--- src/logic/bkrl_consts.svh ---
// Purpose: Constants of the breakpoint register logic
// Assumes: 8-bit register port, 3-bit register address
// Notes: Summary of operation follows
`ifndef BKRL_CONSTS_SVH
`define BKRL_CONSTS_SVH
// Register offsets
`define BKRL_OFS_SC 3'h0
`define BKRL_OFS_AH 3'h1
`define BKRL_OFS_AL 3'h2
`define BKRL_OFS_WS 3'h3
`define BKRL_OFS_FC 3'h4
`define BKRL_OFS_IST 3'h5
`define BKRL_OFS_ICLR 3'h6
`define BKRL_OFS_IEN 3'h7
// Field positions
`define BKRL_BIT_EN 7
`define BKRL_BIT_ACT 6
`define BKRL_BIT_WAKE 1
`define BKRL_BIT_CFE 7
`define BKRL_IRQ_MATCH 0
`define BKRL_IRQ_SOFT 1
`define BKRL_IRQ_WAKE 2
// Reset values
`define BKRL_RST_BYTE 8'h00
`define BKRL_RST_IRQ 3'h0
`endif

--- src/logic/bkrl_pkg.sv ---
// Purpose: Types of the breakpoint register logic
// Assumes: Used with bkrl_consts.svh
// Notes: All module state is one packed struct
package bkrl_pkg;
  // Match sequencing states, Gray coded
  typedef enum logic [1:0]
  {
    BKRL_ST_IDLE = 2'b00,
    BKRL_ST_PEND = 2'b01
  } bkrl_state_t;

  // Whole module state
  typedef struct packed
  {
    logic en;
    logic act;
    logic [7:0] addr_hi;
    logic [7:0] addr_lo;
    logic wake;
    logic cfe;
    logic [2:0] ist;
    logic [2:0] ien;
    bkrl_state_t st;
    logic brk;
    logic irq;
    logic [7:0] rdata;
  } bkrl_regs_t;
endpackage

--- src/logic/bkrl_top.sv ---
// Purpose: Breakpoint compare, break request and status registers
// Assumes: CPU signals share the clock; single-cycle strobes
// Notes: Break request and interrupt come straight from flops
//
// Strobed register access and the placing of the registers were decided locally.
`timescale 1ns/1ps
`default_nettype none
`include "bkrl_consts.svh"

module bkrl_top
(
  input wire logic clock,
  input wire logic rst,
  // Register port
  input wire logic [2:0] reg_addr,
  input wire logic [7:0] reg_wdata,
  input wire logic reg_wr,
  input wire logic reg_rd,
  output logic [7:0] reg_rdata,
  // CPU side
  input wire logic [15:0] cpu_addr,
  input wire logic cpu_addr_valid,
  input wire logic cpu_instr_last,
  input wire logic cpu_in_break,
  input wire logic cpu_low_power,
  output logic break_req,
  // Interrupt
  output logic irq
);

  // Register copy and next value
  bkrl_pkg::bkrl_regs_t r_q;
  bkrl_pkg::bkrl_regs_t r_d;

  // Address decode helper
  function automatic logic hit(input logic [2:0] a, input logic [2:0] o);
    hit = (a == o);
  endfunction

  // Combinational helpers
  logic match;
  logic sw_trig;
  logic fire_match;
  logic fire;
  logic clr_ok;
  logic [2:0] ev;

  // Next-state logic
  always_comb
  begin
    r_d = r_q;
    // Full 16-bit compare against both bytes
    match = r_q.en && cpu_addr_valid
      && (cpu_addr == {r_q.addr_hi, r_q.addr_lo});
    // Status clears blocked in break state unless allowed
    clr_ok = !cpu_in_break || r_q.cfe;
    sw_trig = reg_wr && hit(reg_addr, `BKRL_OFS_SC)
      && reg_wdata[`BKRL_BIT_ACT];
    fire_match = 1'b0;
    // Match sequencing to instruction boundary
    case (r_q.st)
      bkrl_pkg::BKRL_ST_IDLE:
      begin
        if (match && cpu_instr_last)
        begin
          fire_match = 1'b1;
        end
        else if (match)
        begin
          r_d.st = bkrl_pkg::BKRL_ST_PEND;
        end
      end
      bkrl_pkg::BKRL_ST_PEND:
      begin
        if (cpu_instr_last)
        begin
          fire_match = 1'b1;
          r_d.st = bkrl_pkg::BKRL_ST_IDLE;
        end
      end
      default:
      begin
        r_d.st = bkrl_pkg::BKRL_ST_IDLE;
      end
    endcase
    fire = fire_match || sw_trig;
    // One pulse per trigger
    r_d.brk = fire;
    // Register writes
    if (reg_wr)
    begin
      if (hit(reg_addr, `BKRL_OFS_SC))
      begin
        r_d.en = reg_wdata[`BKRL_BIT_EN];
        if (!reg_wdata[`BKRL_BIT_ACT] && clr_ok)
        begin
          r_d.act = 1'b0;
        end
      end
      else if (hit(reg_addr, `BKRL_OFS_AH))
      begin
        r_d.addr_hi = reg_wdata;
      end
      else if (hit(reg_addr, `BKRL_OFS_AL))
      begin
        r_d.addr_lo = reg_wdata;
      end
      else if (hit(reg_addr, `BKRL_OFS_WS))
      begin
        if (!reg_wdata[`BKRL_BIT_WAKE] && clr_ok)
        begin
          r_d.wake = 1'b0;
        end
      end
      else if (hit(reg_addr, `BKRL_OFS_FC))
      begin
        r_d.cfe = reg_wdata[`BKRL_BIT_CFE];
      end
      else if (hit(reg_addr, `BKRL_OFS_ICLR))
      begin
        if (clr_ok)
        begin
          r_d.ist = r_q.ist & ~reg_wdata[2:0];
        end
      end
      else if (hit(reg_addr, `BKRL_OFS_IEN))
      begin
        r_d.ien = reg_wdata[2:0];
      end
    end
    // Hardware sets win over software clears
    if (match || sw_trig)
    begin
      r_d.act = 1'b1;
    end
    if (fire && cpu_low_power)
    begin
      r_d.wake = 1'b1;
    end
    ev = 3'h0;
    ev[`BKRL_IRQ_MATCH] = fire_match;
    ev[`BKRL_IRQ_SOFT] = sw_trig;
    ev[`BKRL_IRQ_WAKE] = fire && cpu_low_power;
    r_d.ist = r_d.ist | ev;
    r_d.irq = |(r_d.ist & r_d.ien);
    // Read data, one cycle after the strobe
    r_d.rdata = 8'h00;
    if (reg_rd)
    begin
      if (hit(reg_addr, `BKRL_OFS_SC))
      begin
        r_d.rdata[`BKRL_BIT_EN] = r_q.en;
        r_d.rdata[`BKRL_BIT_ACT] = r_q.act;
      end
      else if (hit(reg_addr, `BKRL_OFS_AH))
      begin
        r_d.rdata = r_q.addr_hi;
      end
      else if (hit(reg_addr, `BKRL_OFS_AL))
      begin
        r_d.rdata = r_q.addr_lo;
      end
      else if (hit(reg_addr, `BKRL_OFS_WS))
      begin
        r_d.rdata[`BKRL_BIT_WAKE] = r_q.wake;
      end
      else if (hit(reg_addr, `BKRL_OFS_FC))
      begin
        r_d.rdata[`BKRL_BIT_CFE] = r_q.cfe;
      end
      else if (hit(reg_addr, `BKRL_OFS_IST))
      begin
        r_d.rdata = {5'h00, r_q.ist};
      end
      else if (hit(reg_addr, `BKRL_OFS_IEN))
      begin
        r_d.rdata = {5'h00, r_q.ien};
      end
    end
  end

  // State register with synchronous reset
  always_ff @(posedge clock)
  begin
    if (rst)
    begin
      r_q.en <= 1'b0;
      r_q.act <= 1'b0;
      r_q.addr_hi <= `BKRL_RST_BYTE;
      r_q.addr_lo <= `BKRL_RST_BYTE;
      r_q.wake <= 1'b0;
      r_q.cfe <= 1'b0;
      r_q.ist <= `BKRL_RST_IRQ;
      r_q.ien <= `BKRL_RST_IRQ;
      r_q.st <= bkrl_pkg::BKRL_ST_IDLE;
      r_q.brk <= 1'b0;
      r_q.irq <= 1'b0;
      r_q.rdata <= `BKRL_RST_BYTE;
    end
    else
    begin
      r_q <= r_d;
    end
  end

  // Outputs straight from flops
  assign reg_rdata = r_q.rdata;
  assign break_req = r_q.brk;
  assign irq = r_q.irq;
endmodule
`default_nettype wire

--- config.mk ---
export PLATFORM = sky130hd
export DESIGN_NAME = bkrl_top
export DESIGN_NICKNAME = d
export VERILOG_FILES = /design/src/logic/bkrl_pkg.sv /design/src/logic/bkrl_top.sv
export VERILOG_INCLUDE_DIRS = /design/src /design/src/logic
export SDC_FILE = /design/constraint.sdc
export NUM_CORES = 1
export LEC_CHECK = 0
export BUFFER_PORTS_ARGS = -buffer_cell sky130_fd_sc_hd__buf_2
export CAP_MARGIN = 0
export CELL_PAD_IN_SITES_DETAIL_PLACEMENT = 1
export CELL_PAD_IN_SITES_GLOBAL_PLACEMENT = 2
export CORE_MARGIN = 4
export CORE_UTILIZATION = 31
export DETAILED_ROUTE_END_ITERATION = 6
export GPL_TIMING_DRIVEN = 0
export PLACE_DENSITY_LB_ADDON = 0.1
export SYNTH_ARGS = -nofsm -noshare
export SYNTH_HDL_FRONTEND = slang
export SYNTH_SLANG_ARGS = --single-unit
--- constraint.sdc ---
create_clock -name clock -period 1.7 [get_ports clock]
set_input_delay 0.255 -clock clock [delete_from_list [all_inputs] [get_ports clock]]
set_output_delay 0.255 -clock clock [all_outputs]
set_load 0.005 [all_outputs]
==> results of run 1 <==
-- power by group --
group          total [uW]  internal (uW)  switching [uW]  leakage (uW)
sequential            892            881            11.6      0.000299
combinational         212           91.2             121      0.000529
clock                 689            367             322     0.0000542
-- final cells by class --
cell class	instances	area, um2	area share, %
Clock inverter	1	5.00	0.222
Buffer	18	116	5.16
Tap cell	72	90.1	4.00
Clock buffer	7	96.3	4.28
Multi-Input combinational cell	152	965	42.8
Inverter	8	30.0	1.33
Sequential cell	37	741	32.9
Timing Repair Buffer	42	210	9.33
-- worst paths after layout --
check                       from  endpoint  slack (ns)  depth (start not counted)
setup / recovery         r_q[25]       irq        0.18                          5
hold / removal    cpu_instr_last   r_q[10]        0.19                          2
hold reg to reg          r_q[31]   r_q[31]        0.48                          2
setup reg to reg         r_q[25]       irq        0.18                          5
-- layer usage --
| metal | share of wire (%) | global-route usage [%] | up-vias |
|---|---|---|---|
| li1 | - | - | 831 |
| met1 | 49 | 20.5 | 758 |
| met2 | 44 | 24.8 | 36 |
| met3 | 4.9 | 3.69 | 6 |
| met4 | 1.4 | 5.18 | 0 |
| met5 | 0 | 0 | - |
-- flip-flops by register name (all words and copies together), names as in the netlist --
signal     cells
r_q           27
reg_rdata      8
irq            1
break_req      1
-- through the flow --
stage,utilization [%],TNS (ns),hold WS (ns),cells
2_1_floorplan,-,0,0.334,215
3_3_place_gp,38.1,-0.141,0.465,329
3_5_place_dp,38.1,-0.148,0.472,329
4_1_cts,39.9,0,0.176,337
5_1_grt,39.9,0,0.194,337
6_report,39.9,0,0.188,337
-- Yosys cell counts, types with 2 or more instances --
cell      number  area (um2)
dfxtp_1       37         741
nand2_1       26        97.6
nor2_1        23        86.3
a21oi_1       21         105
xnor2_1       16         140
mux2i_1       13         130
buf_4          8        60.1
inv_1          8        30.0
clkbuf_1       5        18.8
nand3_1        5        25.0
nor3_1         5        25.0
nand2b_1       4        25.0
nand4_1        4        25.0
a211oi_1       3        22.5
a22oi_1        3        22.5
buf_2          3        15.0
o41ai_2        3        48.8
a31oi_1        2        12.5
buf_6          2        22.5
mux2_2         2        22.5
nor2b_1        2        12.5
o21ai_0        2        10.0
o41ai_1        2        17.5
or2_2          2        12.5
-- what timing repair did --
action | 4_1_cts | 5_1_grt
setup endpoints to repair | 3 | 0
hold buffers | 0 | 0
gates resized for setup | 1 | 0
hold endpoints to repair | 0 | 0
-- cell families (layout without fill, tap and decap cells) --
group,count (synthesis),after routing,synth area share [%]
multiplexers,15,15,8.27
buffers and inverters,26,76,7.93
AND/OR/NAND/NOR,79,79,20.6
flip-flops,37,37,40.1
XOR/XNOR,16,16,7.59
AO/OA/AOI/OAI,42,42,15.5
==> run metrics, run 1 <==
core area 5640 um2; final setup fails 0; Mapped Cells 215; share of cells above drive strength 1 27.9%; CP startpoint kind flop; vias per inst roughly 4.8; Netlist cell types 38; setup ws final ~0.18 ns; Seq cells post-synth 37; Root Driver clkbuf_8; slew at the pin closest to its max-slew limit ~0.58 ns; Top Ports 45; die width 85.2 um; Netlist Area Pre-Place between 1500 and 2000 um2; RSZ-0062 raised after global routing false; clock net sink count 37; vias in the first global route approximately 1700; crit-path max FO 4; Iter 0 DRT Violations 74; Primary FF master, synth dfxtp_1; post-route minimum period about 1.5 ns; final hold vios 0; CP Cell Sequence xnor2_1, nand4_1, nor3_2, a21oi_1, o221ai_1; Mapped Avg Cell Area around 8.6 um2; Hold Crit Class in2reg; Design Power 1790 uW; Critical Path End Type flop; TritonCTS Buffers 5; DP Worst Slack -0.0961 ns; Ant. Diodes 0; Final HPWL DP 4190 um; initial antenna violation count 0; Pleak ~0.00088 uW; CTS tree yes; Crit path required time roughly 1.9 ns; Max clock buf depth 2; WL final 5360 um; design area 2250 um2; final clock skew a little under 0.005 ns; Final Max Tran Viols 0; delay-heaviest family, CP simple AND/OR/NAND/NOR gates; syn nets 250; Post-synth ARST share 0%; status completed; TritonRoute pass-1 iters 4; Crit path arrival time about 1.7 ns; Reg clk slew, reported paths ~0.07 ns; FMAX 659 MHz; Post-Place Cell Area 2150 um2; level count of the clock H-tree 2; Clock Latency Late Sink 0.29 ns; final worst path period share 89.3%; IO Port Bufs 42; setup repair bufs after CTS 0; Initial Utilization between 30 and 40%; slowest CP cell dfxtp_1; buffer and inverter count on the worst path 0; pwr dens a little under 800 nW/um2; Slew HR 61.2%; fill cell count roughly 700; Die Area a little over 7000 um2; via count ~1600; Area Growth Syn to Fin 22.0%; GRT Util Overall 15.5%; critical path type reg2reg; EDFF count, synth 0; largest net degree at the start of global routing 12; worst vdd rail ir drop around 0.0003 V; global-route wire length before repair approximately 8700 um; Die Height between 80 and 90 um; most common cell after layout, fill and taps aside buf_2; synth warn 0; Final nets 299; CP max stage delay just under 0.4 ns; Max-Cap Viols 0; register area share after synthesis between 40% and 50%; DRC 0; Routed Antenna Nets 0; Remaining Overflow, GRT 0; row count 27; gpl congestion about 0.81; most frequent cells in the layout 45 x buf_2, 37 x dfxtp_1, 26 x nand2_1; DR WL/cell between 15 and 20 um
Power figures use the tool's default switching activity.
==> run 2: changes to the inputs <==
--- a/config.mk
+++ b/config.mk
@@ -6,13 +6,14 @@
 export SDC_FILE = /design/constraint.sdc
 export NUM_CORES = 1
 export LEC_CHECK = 0
-export BUFFER_PORTS_ARGS = -buffer_cell sky130_fd_sc_hd__buf_2
+export ABC_AREA = 1
 export CAP_MARGIN = 0
 export CELL_PAD_IN_SITES_DETAIL_PLACEMENT = 1
 export CELL_PAD_IN_SITES_GLOBAL_PLACEMENT = 2
 export CORE_MARGIN = 4
-export CORE_UTILIZATION = 31
+export CORE_UTILIZATION = 34
 export DETAILED_ROUTE_END_ITERATION = 6
+export DONT_BUFFER_PORTS = 1
 export GPL_TIMING_DRIVEN = 0
 export PLACE_DENSITY_LB_ADDON = 0.1
 export SYNTH_ARGS = -nofsm -noshare
==> run 2 against run 1 <==
Effect of this change: non-clock buffer count fell by 47; critical path depth rose by 9; wire length fell by 1.6%; combinational power fell by 27%; sequential cell count did not move; synthesized cell count rose by 24%; count of clock-buffer cells in the layout fell by 1; design area fell by 6.7%; register-to-register slack improved by 0.06 ns; worst hold slack got worse by 0.17 ns; die area fell by 6.2%.
==> run metrics, run 2 <==
status completed; Routed Antenna Nets 0; Primary FF master, synth dfxtp_1; hold path start rst; Post-synth ARST share 0%; Seq cells post-synth 37; via count between 1500 and 2000; r2r setup slk between 0.2 and 0.25 ns; initial antenna violation count 0; Die Area between 6000 and 7000 um2; die width roughly 83 um; clock net sink count 37; syn nets around 300; CP max stage delay between 0.3 and 0.4 ns; TritonCTS Buffers 5; vias per inst roughly 4.8; Netlist Area Pre-Place around 1900 um2; Iter 0 DRT Violations approximately 80; vias in the first global route about 1700; final hold vios 0; DRC 0; Top Ports 45; Mapped Avg Cell Area 7.07 um2; Pleak around 0.00089 uW; Remaining Overflow, GRT 0; largest net degree at the start of global routing 13; top-area cell type share of the netlist area between 30% and 40%; sequential power share around 48%; Hold Worst Slack around 0.02 ns; Post-Place Cell Area around 2000 um2; Slew HR 66.3%; final worst path period share a little under nine tenths; most frequent cells in the layout 62 x nand2_1, 34 x dfxtp_1, 30 x inv_1; Sw Pwr 446 uW; Hold Crit Class in2reg; hold endpoint r_q[20]; clock power share a little over two fifths; EDFF count, synth 0; pwr dens between 800 and 900 nW/um2; final clock skew ~0.0076 ns; hold path cells 1; Worst R2R Path Depth 14; commonest cells in the netlist 62 x nand2_1, 37 x dfxtp_1, 30 x inv_1, 29 x a21oi_1, 22 x nor2_1; Ant. Diodes 0; DR WL/cell around 15 um; RR Startpoint r_q[32]; Netlist cell types 33; Max clock buf depth 2; Max-Cap Viols 0; max reg flops 27; fill cell count approximately 680; RSZ-0062 raised after global routing false; Synth area leaders dfxtp_1 39%, nand2_1 12%, a21oi_1 7.7%; level count of the clock H-tree 2; Reg clk slew, reported paths ~0.080 ns; synth warn 0; slew at the pin closest to its max-slew limit just over 0.5 ns; design area 2100 um2; share of cells above drive strength 1 between 15 and 20%; most common cell after layout, fill and taps aside nand2_1; Crit path required time roughly 1.9 ns; Comb power frac between 8 and 9%; final setup fails 0; global-route wire length before repair 8490 um; Final nets just over 300; Worst R2R End irq; Clock Latency Late Sink approximately 0.29 ns; IO Port Bufs 0; total negative setup slack 0 ns; cts hold-fix bufs 0; most used cell, CP nand2_1; critical path type reg2reg; CTS tree yes; Area Growth Syn to Fin 11.3%; core area roughly 5200 um2; worst vdd rail ir drop 0.000362 V; Die Height around 83 um; row count 26; slowest CP cell dfxtp_1; post-route minimum period ~1.5 ns; Sw Share 23.9%; internal cell power 1420 uW; FMAX approximately 700 MHz; Initial Utilization 36.0%; leading area contributor after synthesis dfxtp_1; TritonRoute pass-1 iters 4; GRT Util Overall 17.0%; gpl congestion ~0.73; cell with the most instances after synthesis nand2_1; Final Max Tran Viols 0; Critical Path End Type flop; register area share after synthesis between 30% and 40%; Crit path arrival time between 1.5 and 2 ns; Mapped Cells between 200 and 300; CP startpoint kind flop; crit-path max FO 4; Root Driver clkbuf_8; Reg with most FFs r_q; Final HPWL DP 4160 um; CP Cell Sequence inv_2, nand2_1, nand2_1, nor2_1, nand2_1, nor2_2, nand3_2, nand2_2, nand2_4, nand2_2, nand2_2, nand2_1, nand2_1, nand2_1; WL final roughly 5300 um
run 2: cell types whose count changed in the layout (fill, tap and decap cells not counted), moves of 4 or more:
| cell | previous run | this run |
|---|---|---|
| nand2b_1 | 4 | 0 |
| nand2_1 | 26 | 62 |
| a21oi_1 | 21 | 29 |
| nand2_2 | 0 | 5 |
| xnor2_1 | 16 | 4 |
| inv_1 | 8 | 30 |
| nand3_1 | 5 | 11 |
| o21ai_0 | 2 | 17 |
| buf_2 | 45 | 1 |
| clkbuf_1 | 5 | 1 |
| mux2i_1 | 13 | 0 |
| inv_2 | 0 | 8 |
| nor2_2 | 0 | 4 |
run 2: worst max path at each step:
stage	cells after the start	start	to	slack (ns)
finish	14	r_q[32]	irq	0.24
global route	14	r_q[21]	irq	0.03
CTS	14	r_q[32]	irq	0.21
detailed placement	14	r_q[32]	irq	0.24
global placement	14	r_q[32]	irq	0.25
floorplan	7	reg_wr	r_q[31]	0.49
run 2: per-layer routing:
layer  wire [um]  GRT usage, %  vias up  share of wire (%)
met1        2480          22.4      772                 47
met2        2400          27.0       40                 46
met3         335          5.10        6                6.4
li1            -             -      855                  -
met4          47          4.41        0               0.89
met5           0             0        -                  0
run 2: critical path: cells and delay by family, from the launching register on:
kind          cells  cell delay (ns)
buf+inv           1             0.05
flops             1             0.38
simple gates     13             0.98
run 2: timing repair:
| item | in CTS | in global routing |
|---|---|---|
| endpoints found under the setup margin | 0 | 1 |
| buffers inserted | 0 | 0 |
| resized for setup | 0 | 4 |
run 2: area by class of cell:
cell class | count | area (um2) | area share, %
plain buffers | 13 | 95.1 | 4.52
clock buffers | 6 | 82.6 | 3.93
clock inverters | 2 | 37.5 | 1.79
inverters | 39 | 149 | 7.08
multi-input cells | 178 | 906 | 43.1
flip-flops and latches | 37 | 744 | 35.4
well taps | 70 | 87.6 | 4.17
run 2: kinds of logic after synthesis:
| kind of cell | Yosys count | share of synthesized area, % |
|---|---|---|
| and+or+nand+nor | 114 | 28.2 |
| buffers and inverters | 52 | 12.9 |
| xor gates and xnor gates | 4 | 1.86 |
| AOI/OAI and AO/OA | 60 | 17.8 |
| DFF | 37 | 39.2 |
run 2: power by group through the flow:
| stage | clock, uW | sequential, uW | combinational, uW |
|---|---|---|---|
| 5_1_grt | 868 | 901 | 177 |
| 3_3_place_gp | 0 | 918 | 154 |
| 3_5_place_dp | 0 | 918 | 156 |
| 6_report | 808 | 898 | 154 |
| 4_1_cts | 835 | 898 | 157 |
| 2_1_floorplan | 0 | 915 | 120 |
run 2: metrics by stage:
step	util, %	instances	setup slack [ns]	power (uW)
floorplan	-	267	0.494	1040
global placement	37.7	337	0.248	1070
detailed placement	37.7	337	0.237	1070
CTS	40.0	345	0.207	1890
global route	40.1	345	0.0308	1950
finish	40.1	345	0.241	1860
